===== config.mk =====
export PLATFORM = sky130hd
export DESIGN_NAME = pmr_unit
export DESIGN_NICKNAME = d
export VERILOG_FILES = /design/src/hw/pmr_pkg.sv /design/src/hw/pmr_unit.sv
export SDC_FILE = /design/constraint.sdc
export NUM_CORES = 2
export LEC_CHECK = 0
export ABC_AREA = 1
export ABC_CLOCK_PERIOD_IN_PS = 2300
export BUFFER_PORTS_ARGS = -buffer_cell sky130_fd_sc_hd__clkbuf_2
export CORE_UTILIZATION = 40
export CTS_CLUSTER_SIZE = 12
export DETAILED_ROUTE_END_ITERATION = 7
export SLEW_MARGIN = 40
export SYNTH_ARGS = -nofsm -noshare
export SYNTH_HDL_FRONTEND = slang
export SYNTH_SLANG_ARGS = --single-unit

===== constraint.sdc =====
create_clock -name clk -period 2.3 [get_ports clk]
set_clock_uncertainty 0.05 [all_clocks]
set_input_delay 0.46 -clock clk [delete_from_list [all_inputs] [get_ports clk]]
set_output_delay 0.46 -clock clk [all_outputs]
set_load 0.005 [all_outputs]

===== src/hw/pmr_pkg.sv =====
// Constants and state type for the packed min/max/MAC rounding unit.
package pmr_pkg;
  // Operation kinds presented on opKind.
  localparam logic [2:0] OP_MAC  = 3'h0;
  localparam logic [2:0] OP_MAXW = 3'h1;
  localparam logic [2:0] OP_MINW = 3'h2;
  localparam logic [2:0] OP_MAXB = 3'h3;
  localparam logic [2:0] OP_MINB = 3'h4;
  localparam logic [2:0] OP_MAXH = 3'h5;
  localparam logic [2:0] OP_MINH = 3'h6;
  localparam logic [2:0] OP_CRRD = 3'h7;
  // Operand pairings for the two products.
  localparam logic [1:0] PAIR_UU_LL = 2'h0;
  localparam logic [1:0] PAIR_UL_LU = 2'h1;
  localparam logic [1:0] PAIR_UL_LL = 2'h2;
  localparam logic [1:0] PAIR_LU_UU = 2'h3;
  // Arithmetic constants.
  localparam logic [33:0] ROUND_ADD = 34'h000008000;
  localparam logic [31:0] Q_MAX     = 32'h7fffffff;
  localparam logic [15:0] HALF_NEG  = 16'h8000;
  localparam logic [15:0] SAT_POS   = 16'h7fff;
  // Register map, byte addresses.
  localparam logic [7:0] OFF_STATUS = 8'h00;
  localparam logic [7:0] OFF_SFR0   = 8'h10;
  localparam int         SFR_COUNT  = 4;
  // Status bit positions.
  localparam int FLAG_V   = 0;
  localparam int FLAG_SV  = 1;
  localparam int FLAG_AV  = 2;
  localparam int FLAG_SAV = 3;
  // Reset values.
  localparam logic [31:0] SFR_RST = 32'h00000000;
  // AXI responses.
  localparam logic [1:0] RESP_OKAY   = 2'h0;
  localparam logic [1:0] RESP_SLVERR = 2'h2;

  typedef struct packed {
    logic                  resultValid;
    logic [31:0]           result;
    logic                  ov;
    logic                  sv;
    logic                  aov;
    logic                  sticky_advanced_range_flag;
    logic [3:0][31:0]      sfr;
    logic                  awGot;
    logic                  wGot;
    logic [7:0]            awAddr;
    logic [31:0]           wData;
    logic [3:0]            wStrb;
    logic                  bValid;
    logic [1:0]            bResp;
    logic                  rValid;
    logic [31:0]           rData;
    logic [1:0]            rResp;
  } pmr_state_t;
endpackage


===== src/hw/pmr_unit.sv =====
// Packed rounding MAC, min/max select and core register read datapath.
//
// Functional notes
// - Upper lane adds product, lower lane subtracts.
// - Four selectable halfword operand pairings.
// - Shift operand one doubles each product.
// - Fractional square of most negative saturates.
// - Overflow flags computed on final lane results.
// - Saturating variant clamps each lane separately.
// - Rounding adds 0x8000, upper half kept.
// - Signed word max, immediate sign extended.
// - Unsigned word max, immediate zero extended.
// - Signed word min, immediate sign extended.
// - Byte max per lane, signed or unsigned.
// - Byte min per lane, signed or unsigned.
// - Halfword max per lane, signed or unsigned.
// - Halfword min per lane, signed or unsigned.
// - Core read copies special register at offset.
// - Core read allowed at any privilege.
// - Core read of a GPR is undefined.
`timescale 1ns/1ps
module pmr_unit (
  input  wire logic        clk,
  input  wire logic        rst_n,
  input  wire logic        opValid,
  input  wire logic [2:0]  opKind,
  input  wire logic        opUnsigned,
  input  wire logic        opSaturate,
  input  wire logic [1:0]  pairSel,
  input  wire logic        shiftOne,
  input  wire logic        useImm,
  input  wire logic [8:0]  imm9,
  input  wire logic [15:0] imm16,
  input  wire logic [31:0] opA,
  input  wire logic [31:0] opB,
  input  wire logic [31:0] opAcc,
  output logic             resultValid,
  output logic [31:0]      result,
  output logic             flagOverflow,
  output logic             flagStickyOverflow,
  output logic             flagAdvanced,
  output logic             flagStickyAdvanced,
  input  wire logic [7:0]  s_axi_awaddr,
  input  wire logic        s_axi_awvalid,
  output logic             s_axi_awready,
  input  wire logic [31:0] s_axi_wdata,
  input  wire logic [3:0]  s_axi_wstrb,
  input  wire logic        s_axi_wvalid,
  output logic             s_axi_wready,
  output logic [1:0]       s_axi_bresp,
  output logic             s_axi_bvalid,
  input  wire logic        s_axi_bready,
  input  wire logic [7:0]  s_axi_araddr,
  input  wire logic        s_axi_arvalid,
  output logic             s_axi_arready,
  output logic [31:0]      s_axi_rdata,
  output logic [1:0]       s_axi_rresp,
  output logic             s_axi_rvalid,
  input  wire logic        s_axi_rready
);

  // ********************************************************
  // Helper functions
  // ********************************************************

  // Q15 product, the fractional square of -1 pinned to the top.
  function automatic logic [31:0] mulQ(input logic [15:0] x,
                                       input logic [15:0] y,
                                       input logic        n);
    logic signed [31:0] xs;
    logic signed [31:0] ys;
    logic [31:0]        p;
    xs = signed'({{16{x[15]}}, x});
    ys = signed'({{16{y[15]}}, y});
    p  = 32'(xs * ys);
    if (n && x == pmr_pkg::HALF_NEG && y == pmr_pkg::HALF_NEG) begin
      mulQ = pmr_pkg::Q_MAX;
    end else if (n) begin
      mulQ = {p[30:0], 1'b0};
    end else begin
      mulQ = p;
    end
  endfunction

  // Accumulate one lane at 34 bits so no carry is lost, then round.
  function automatic logic [33:0] laneSum(input logic [15:0] acc,
                                          input logic [31:0] p,
                                          input logic        sub);
    logic [33:0] a;
    logic [33:0] pe;
    a  = {{2{acc[15]}}, acc, 16'h0000};
    pe = {{2{p[31]}}, p};
    laneSum = 34'((sub ? a - pe : a + pe) + pmr_pkg::ROUND_ADD);
  endfunction

  // True when a lane sum left the 32-bit signed range.
  function automatic logic laneOv(input logic [33:0] s);
    laneOv = !(s[33] == s[32] && s[32] == s[31]);
  endfunction

  // Lane result: upper half, or the clamp value when saturating.
  function automatic logic [15:0] laneOut(input logic [33:0] s,
                                          input logic        sat);
    if (sat && laneOv(s)) begin
      laneOut = s[33] ? pmr_pkg::HALF_NEG : pmr_pkg::SAT_POS;
    end else begin
      laneOut = s[31:16];
    end
  endfunction

  // Lane-wise greater or lesser pick; width 0 word, 1 byte, 2 half.
  function automatic logic [31:0] pick(input logic [31:0] a,
                                       input logic [31:0] b,
                                       input logic [1:0]  w,
                                       input logic        isMax,
                                       input logic        uns);
    logic signed [8:0]  ab;
    logic signed [8:0]  bb;
    logic signed [16:0] ah;
    logic signed [16:0] bh;
    logic signed [32:0] aw;
    logic signed [32:0] bw;
    pick = b;
    if (w == 2'h1) begin
      for (int i = 0; i < 4; i++) begin
        ab = signed'({uns ? 1'b0 : a[8*i+7], a[8*i+:8]});
        bb = signed'({uns ? 1'b0 : b[8*i+7], b[8*i+:8]});
        if (isMax ? ab > bb : ab < bb) begin
          pick[8*i+:8] = a[8*i+:8];
        end
      end
    end else if (w == 2'h2) begin
      for (int i = 0; i < 2; i++) begin
        ah = signed'({uns ? 1'b0 : a[16*i+15], a[16*i+:16]});
        bh = signed'({uns ? 1'b0 : b[16*i+15], b[16*i+:16]});
        if (isMax ? ah > bh : ah < bh) begin
          pick[16*i+:16] = a[16*i+:16];
        end
      end
    end else begin
      aw = signed'({uns ? 1'b0 : a[31], a});
      bw = signed'({uns ? 1'b0 : b[31], b});
      if (isMax ? aw > bw : aw < bw) begin
        pick = a;
      end
    end
  endfunction

  // Register index from a bus address; SFR_COUNT+1 means unmapped.
  function automatic logic [2:0] regIdx(input logic [7:0] addr);
    if (addr == pmr_pkg::OFF_STATUS) begin
      regIdx = 3'(pmr_pkg::SFR_COUNT);
    end else if (addr[7:4] == pmr_pkg::OFF_SFR0[7:4] && addr[1:0] == 2'h0) begin
      regIdx = {1'b0, addr[3:2]};
    end else begin
      regIdx = 3'(pmr_pkg::SFR_COUNT + 1);
    end
  endfunction

  // ********************************************************
  // Datapath
  // ********************************************************

  pmr_pkg::pmr_state_t st;
  pmr_pkg::pmr_state_t next_st;

  logic [15:0] aH, aL, bH, bL;
  logic [15:0] m1x, m1y, m2x, m2y;
  logic [31:0] pHi, pLo, bOperand, statusWord;
  logic [33:0] sHi, sLo;
  logic        ovHi, ovLo, avNow, awHs, wHs, arHs;

  // Operand pairing for the upper and lower products.
  always_comb begin
    aH = opA[31:16];
    aL = opA[15:0];
    bH = opB[31:16];
    bL = opB[15:0];
    case (pairSel)
      pmr_pkg::PAIR_UU_LL: begin
        m1x = aH; m1y = bH; m2x = aL; m2y = bL;
      end
      pmr_pkg::PAIR_UL_LU: begin
        m1x = aH; m1y = bL; m2x = aL; m2y = bH;
      end
      pmr_pkg::PAIR_UL_LL: begin
        m1x = aH; m1y = bL; m2x = aL; m2y = bL;
      end
      default: begin
        m1x = aL; m1y = bH; m2x = aH; m2y = bH;
      end
    endcase
  end

  // Upper lane adds, lower lane subtracts, both rounded.
  assign pHi   = mulQ(m1x, m1y, shiftOne);
  assign pLo   = mulQ(m2x, m2y, shiftOne);
  assign sHi   = laneSum(opAcc[31:16], pHi, 1'b0);
  assign sLo   = laneSum(opAcc[15:0], pLo, 1'b1);
  assign ovHi  = laneOv(sHi);
  assign ovLo  = laneOv(sLo);
  // Advanced overflow looks at the unsaturated final sums.
  assign avNow = (sHi[31] ^ sHi[30]) | (sLo[31] ^ sLo[30]);

  // Immediate replaces the second word operand, extended by signedness.
  assign bOperand = !useImm ? opB :
                    opUnsigned ? {23'h0, imm9} : {{23{imm9[8]}}, imm9};

  assign statusWord = {28'h0, st.sticky_advanced_range_flag, st.aov, st.sv, st.ov};
  assign awHs = s_axi_awvalid && s_axi_awready;
  assign wHs  = s_axi_wvalid && s_axi_wready;
  assign arHs = s_axi_arvalid && s_axi_arready;

  // Next-state of the whole unit: operation, flags and bus slave.
  always_comb begin
    next_st = st;
    next_st.resultValid = opValid;
    if (opValid) begin
      case (opKind)
        pmr_pkg::OP_MAC: begin
          next_st.result = {laneOut(sHi, opSaturate), laneOut(sLo, opSaturate)};
          next_st.ov  = ovHi | ovLo;
          next_st.aov = avNow;
        end
        pmr_pkg::OP_MAXW: next_st.result = pick(opA, bOperand, 2'h0, 1'b1, opUnsigned);
        pmr_pkg::OP_MINW: next_st.result = pick(opA, bOperand, 2'h0, 1'b0, opUnsigned);
        pmr_pkg::OP_MAXB: next_st.result = pick(opA, opB, 2'h1, 1'b1, opUnsigned);
        pmr_pkg::OP_MINB: next_st.result = pick(opA, opB, 2'h1, 1'b0, opUnsigned);
        pmr_pkg::OP_MAXH: next_st.result = pick(opA, opB, 2'h2, 1'b1, opUnsigned);
        pmr_pkg::OP_MINH: next_st.result = pick(opA, opB, 2'h2, 1'b0, opUnsigned);
        default: begin
          // No privilege check exists; offsets outside the bank read zero,
          // which also covers the undefined GPR case.
          next_st.result = (imm16[15:4] == 12'h000)
                           ? st.sfr[imm16[3:2]] : 32'h0;
        end
      endcase
    end
    // Software may clear sticky bits; a set in the same cycle wins.
    if (st.awGot && st.wGot && regIdx(st.awAddr) == 3'(pmr_pkg::SFR_COUNT)) begin
      if (st.wStrb[0] && st.wData[pmr_pkg::FLAG_SV]) next_st.sv = 1'b0;
      if (st.wStrb[0] && st.wData[pmr_pkg::FLAG_SAV]) next_st.sticky_advanced_range_flag = 1'b0;
    end
    if (opValid && opKind == pmr_pkg::OP_MAC) begin
      next_st.sv  = next_st.sv | ovHi | ovLo;
      next_st.sticky_advanced_range_flag = next_st.sticky_advanced_range_flag | avNow;
    end
    // Write channel: address and data taken in either order.
    if (awHs) begin
      next_st.awGot  = 1'b1;
      next_st.awAddr = s_axi_awaddr;
    end
    if (wHs) begin
      next_st.wGot  = 1'b1;
      next_st.wData = s_axi_wdata;
      next_st.wStrb = s_axi_wstrb;
    end
    if (st.awGot && st.wGot) begin
      next_st.awGot  = 1'b0;
      next_st.wGot   = 1'b0;
      next_st.bValid = 1'b1;
      next_st.bResp  = pmr_pkg::RESP_OKAY;
      if (regIdx(st.awAddr) < 3'(pmr_pkg::SFR_COUNT)) begin
        for (int k = 0; k < 4; k++) begin
          if (st.wStrb[k]) next_st.sfr[st.awAddr[3:2]][8*k+:8] = st.wData[8*k+:8];
        end
      end else if (regIdx(st.awAddr) != 3'(pmr_pkg::SFR_COUNT)) begin
        next_st.bResp = pmr_pkg::RESP_SLVERR;
      end
    end
    if (st.bValid && s_axi_bready) next_st.bValid = 1'b0;
    // Read channel: one cycle to data.
    if (arHs) begin
      next_st.rValid = 1'b1;
      next_st.rResp  = pmr_pkg::RESP_OKAY;
      next_st.rData  = 32'h0;
      if (regIdx(s_axi_araddr) < 3'(pmr_pkg::SFR_COUNT)) begin
        next_st.rData = st.sfr[s_axi_araddr[3:2]];
      end else if (regIdx(s_axi_araddr) == 3'(pmr_pkg::SFR_COUNT)) begin
        next_st.rData = statusWord;
      end else begin
        next_st.rResp = pmr_pkg::RESP_SLVERR;
      end
    end else if (st.rValid && s_axi_rready) begin
      next_st.rValid = 1'b0;
    end
  end

  // State register.
  always_ff @(posedge clk or negedge rst_n) begin
    if (!rst_n) begin
      st     <= '0;
      st.sfr <= {4{pmr_pkg::SFR_RST}};
    end else begin
      st <= next_st;
    end
  end

  // Outputs; channel readies stall while a response is pending.
  assign resultValid        = st.resultValid;
  assign result             = st.result;
  assign flagOverflow       = st.ov;
  assign flagStickyOverflow = st.sv;
  assign flagAdvanced       = st.aov;
  assign flagStickyAdvanced = st.sticky_advanced_range_flag;
  assign s_axi_awready = !st.awGot && !st.bValid;
  assign s_axi_wready  = !st.wGot && !st.bValid;
  assign s_axi_bvalid  = st.bValid;
  assign s_axi_bresp   = st.bResp;
  assign s_axi_arready = !st.rValid;
  assign s_axi_rvalid  = st.rValid;
  assign s_axi_rdata   = st.rData;
  assign s_axi_rresp   = st.rResp;
endmodule // pmr_unit


==> results.py <==
metrics = {
    "synth": {
        "yosys.area.top_type_share": 0.2610,
        "yosys.cell_types.count": 61,
        "yosys-top-cells-count": "1094 x nand2_1, 955 x inv_1, 547 x nor2_1, 525 x fa_1, 436 x o21ai_0",
        "synthTopCellsByArea": "fa_1 26%, dfrtp_1 15%, nand2_1 10%, inv_1 8.9%, ha_1 8.1%",
        "synth_cells": 5436,
        "ys_seq_area_frac": 0.1535,
        "synthMostInstantiatedCell": "nand2_1",
        "synth-edff-count": 0,
        "ys.flop_type": "dfrtp_1",
        "async_reset_ff_frac": 1.000,
        "netlist_area_sq_um": 40260,
        "yosys_warnings": 0,
        "yosysTopAreaCell": "fa_1",
        "avgSynthCellArea_sq_um": 7.407,
        "ys_seq_elements": 247,
    },
    "setup_path": {
        "cpPeakStageDelay_ps": 540,
        "path_class": "input pin to flop",
        "start_kind": "input pin",
        "cp_slowest_cell": "fa_1",
        "crit_top_cell": "fa_1",
        "worstPathRequired_ps": 2690,
        "crit_fanout": 7,
        "r2r-start": "st[81]$_DFFE_PN0P_",
        "cp.arrival_ps": 8660,
        "startpoint": "pairSel[0]",
        "end_kind": "flop",
    },
    "final_layout": {
        "nets": 7459,
        "largest_reg_flops": 174,
        "largest-register": "st",
        "area_growth_pct": 31.37,
        "drive_gt1_frac": 0.2827,
    },
    "status": {
        "violations": "negative setup slack",
        "outcome": "complete, but fails checks",
    },
    "global_routing": {
        "antenna_found_initial": 15,
        "gr-usage-all-layers": 0.3010,
        "grt_pass1_wl_mm": 237.8,
        "overflow": 0,
        "grt_pass1_vias": 40760,
        "grt_max_degree": 63,
    },
    "detailed_routing": {
        "wirelength_mm": 155.2,
        "route.detailed.drc": 0,
        "via_per_inst": 5.270,
        "dr.pass1.iters": 7,
        "wl_per_cell_microns": 19.91,
        "drt-initial-drc-count": 3830,
        "antenna_left": 0,
        "vias": 41080,
    },
    "timing": {
        "worstMarginPinSlew_ps": 675.5,
        "rsz0062_at_grt": "true",
        "period_share": 3.594,
        "slew_viol_final": 0,
        "fin_ws_ps": -5966,
        "setup_violations": 36,
        "max_freq_ghz": 0.1210,
        "slew_headroom": 0.5497,
        "setup-tns-final_ps": -211720,
        "finalCriticalPeriod_ps": 8266,
        "hold_violations": 0,
    },
    "min_path": {
        "hold_start": "s_axi_rready",
        "hp-class": "input pin to flop",
    },
    "clock_network": {
        "clk_path_buf_depth": 3,
        "cts_sinks": 247,
        "numCtsBuffers": 26,
        "clk_pin_slew_ps": 60,
        "clk_latency_ps": 550,
        "htreeDepth": 1,
        "cts_tree": "yes",
        "cts-root-buf": "clkbuf_16",
    },
    "floorplanning": {
        "start_util": 0.4032,
        "die_x_microns": 319.3,
        "io_pins": 268,
        "die_y_microns": 319.3,
        "core.rowCount": 116,
        "core_area_sq_um": 99860,
        "die-area_sq_um": 101900,
    },
    "placement": {
        "port_buffers": 263,
        "hpwl_mm": 128.6,
        "gp_congestion": 1.022,
    },
    "flow_run": {
        "maxCapViolations": 0,
    },
}
-- per-layer routing --
metal	global-route usage	up-vias	wire (microns)
li1	-	19240	-
met1	0.4128	19900	66310
met2	0.4789	1601	69860
met3	0.05087	311	12660
met4	0.1030	26	6209
met5	0	-	182
-- layout make-up --
class                   instances  area (sq um)
well taps                    1298          1624
multi-input cells            3939         30790
fillers                      9606         46960
clock inverters                 5         42.54
diodes                          3         7.507
clock buffers                  35         714.4
repair buffers               1289          9757
inverters                     978          3769
flip-flops and latches        247          6181
repair inverters                1         8.758
-- worst max-delay path, delay by kind of cell --
family,cells,cell delay [ps]
buffers and inverters,16,1540
adders and majority gates,9,3720
xor gates and xnor gates,1,130
AOI/OAI and AO/OA,6,900
and+or+nand+nor,20,1910
-- cell families (layout without fill, tap and decap cells) --
kind of cell               after synthesis  after routing  share of synthesized area
and+or+nand+nor                       2030           2032                     0.2109
buffers and inverters                 1253           2308                     0.1263
AOI/OAI and AO/OA                     1038           1038                     0.1487
adders and majority gates              787            787                     0.3424
DFF                                    247            247                     0.1535
xor gates and xnor gates                71             71                    0.01544
muxes                                    9              9                   0.002517
other                                    1              5                 0.00009313
-- final timing paths --
kind,to,slack (ps),depth (start not counted)
hold reg to reg,result[22]$_DFFE_PN0P_,430,2
setup / recovery,flagStickyAdvanced$_DFF_PN0_,-5970,52
setup reg to reg,st[202]$_DFFE_PN0P_,300,7
hold / removal,s_axi_rvalid$_DFFE_PN0P_,40,2
max in group asynchronous,st[211]$_DFFE_PN0P_,1040,3
min in group asynchronous,st[68]$_DFFE_PN0P_,410,2
-- metrics by stage --
stage / cell area [sq um] / worst slack [ps] / std cells / hold WS [ps] / util
2_1_floorplan: 41010 / -5864 / 5437 / 114.4 / -
3_3_place_gp: 49890 / -6948 / 7654 / 405.6 / 0.4996
3_5_place_dp: 49890 / -6887 / 7654 / 410.1 / 0.4996
4_1_cts: 51820 / -5801 / 7762 / 24.53 / 0.5190
5_1_grt: 52890 / -6340 / 7794 / 58.86 / 0.5297
6_report: 52900 / -5966 / 7795 / 40.79 / 0.5297
-- cell usage in the layout (no fill, tap or decap), drive strengths merged, types with 3 or more instances in the layout --
cell and instances:
nand4 38, inv 964, mux2 9, buf 1026, fa 525, o221ai 5, clkinvlp 3, or2 28
xor2 29, o211ai 141, clkinv 17, a32o 27, a211oi 3, diode 3, ha 262, nor2 554
o21bai 7, a21o 5, o21ai 484, xnor2 42, a221oi 6, a21boi 3, and3 4, dfrtp 247
clkbuf 297, a31oi 19, a21oi 293, o2111ai 3, nand3 186, nor4 11, nand2 1131, o22ai 23
nor3 62, nand3b 13, o21a 9
-- what timing repair did --
| action | CTS | global route |
|---|---|---|
| hold endpoints to repair | 57 | 0 |
| pin swaps | 141 | 91 |
| gates resized for setup | 194 | 233 |
| buffers inserted | 67 | 29 |
| setup endpoints to repair | 36 | 36 |
| cloned | 2 | 2 |
| hold buffers | 1 | 0 |
Power is left out: the tool's default activity adds up to more than one toggle a clock period on the data nets, which glitch-free logic cannot reach.
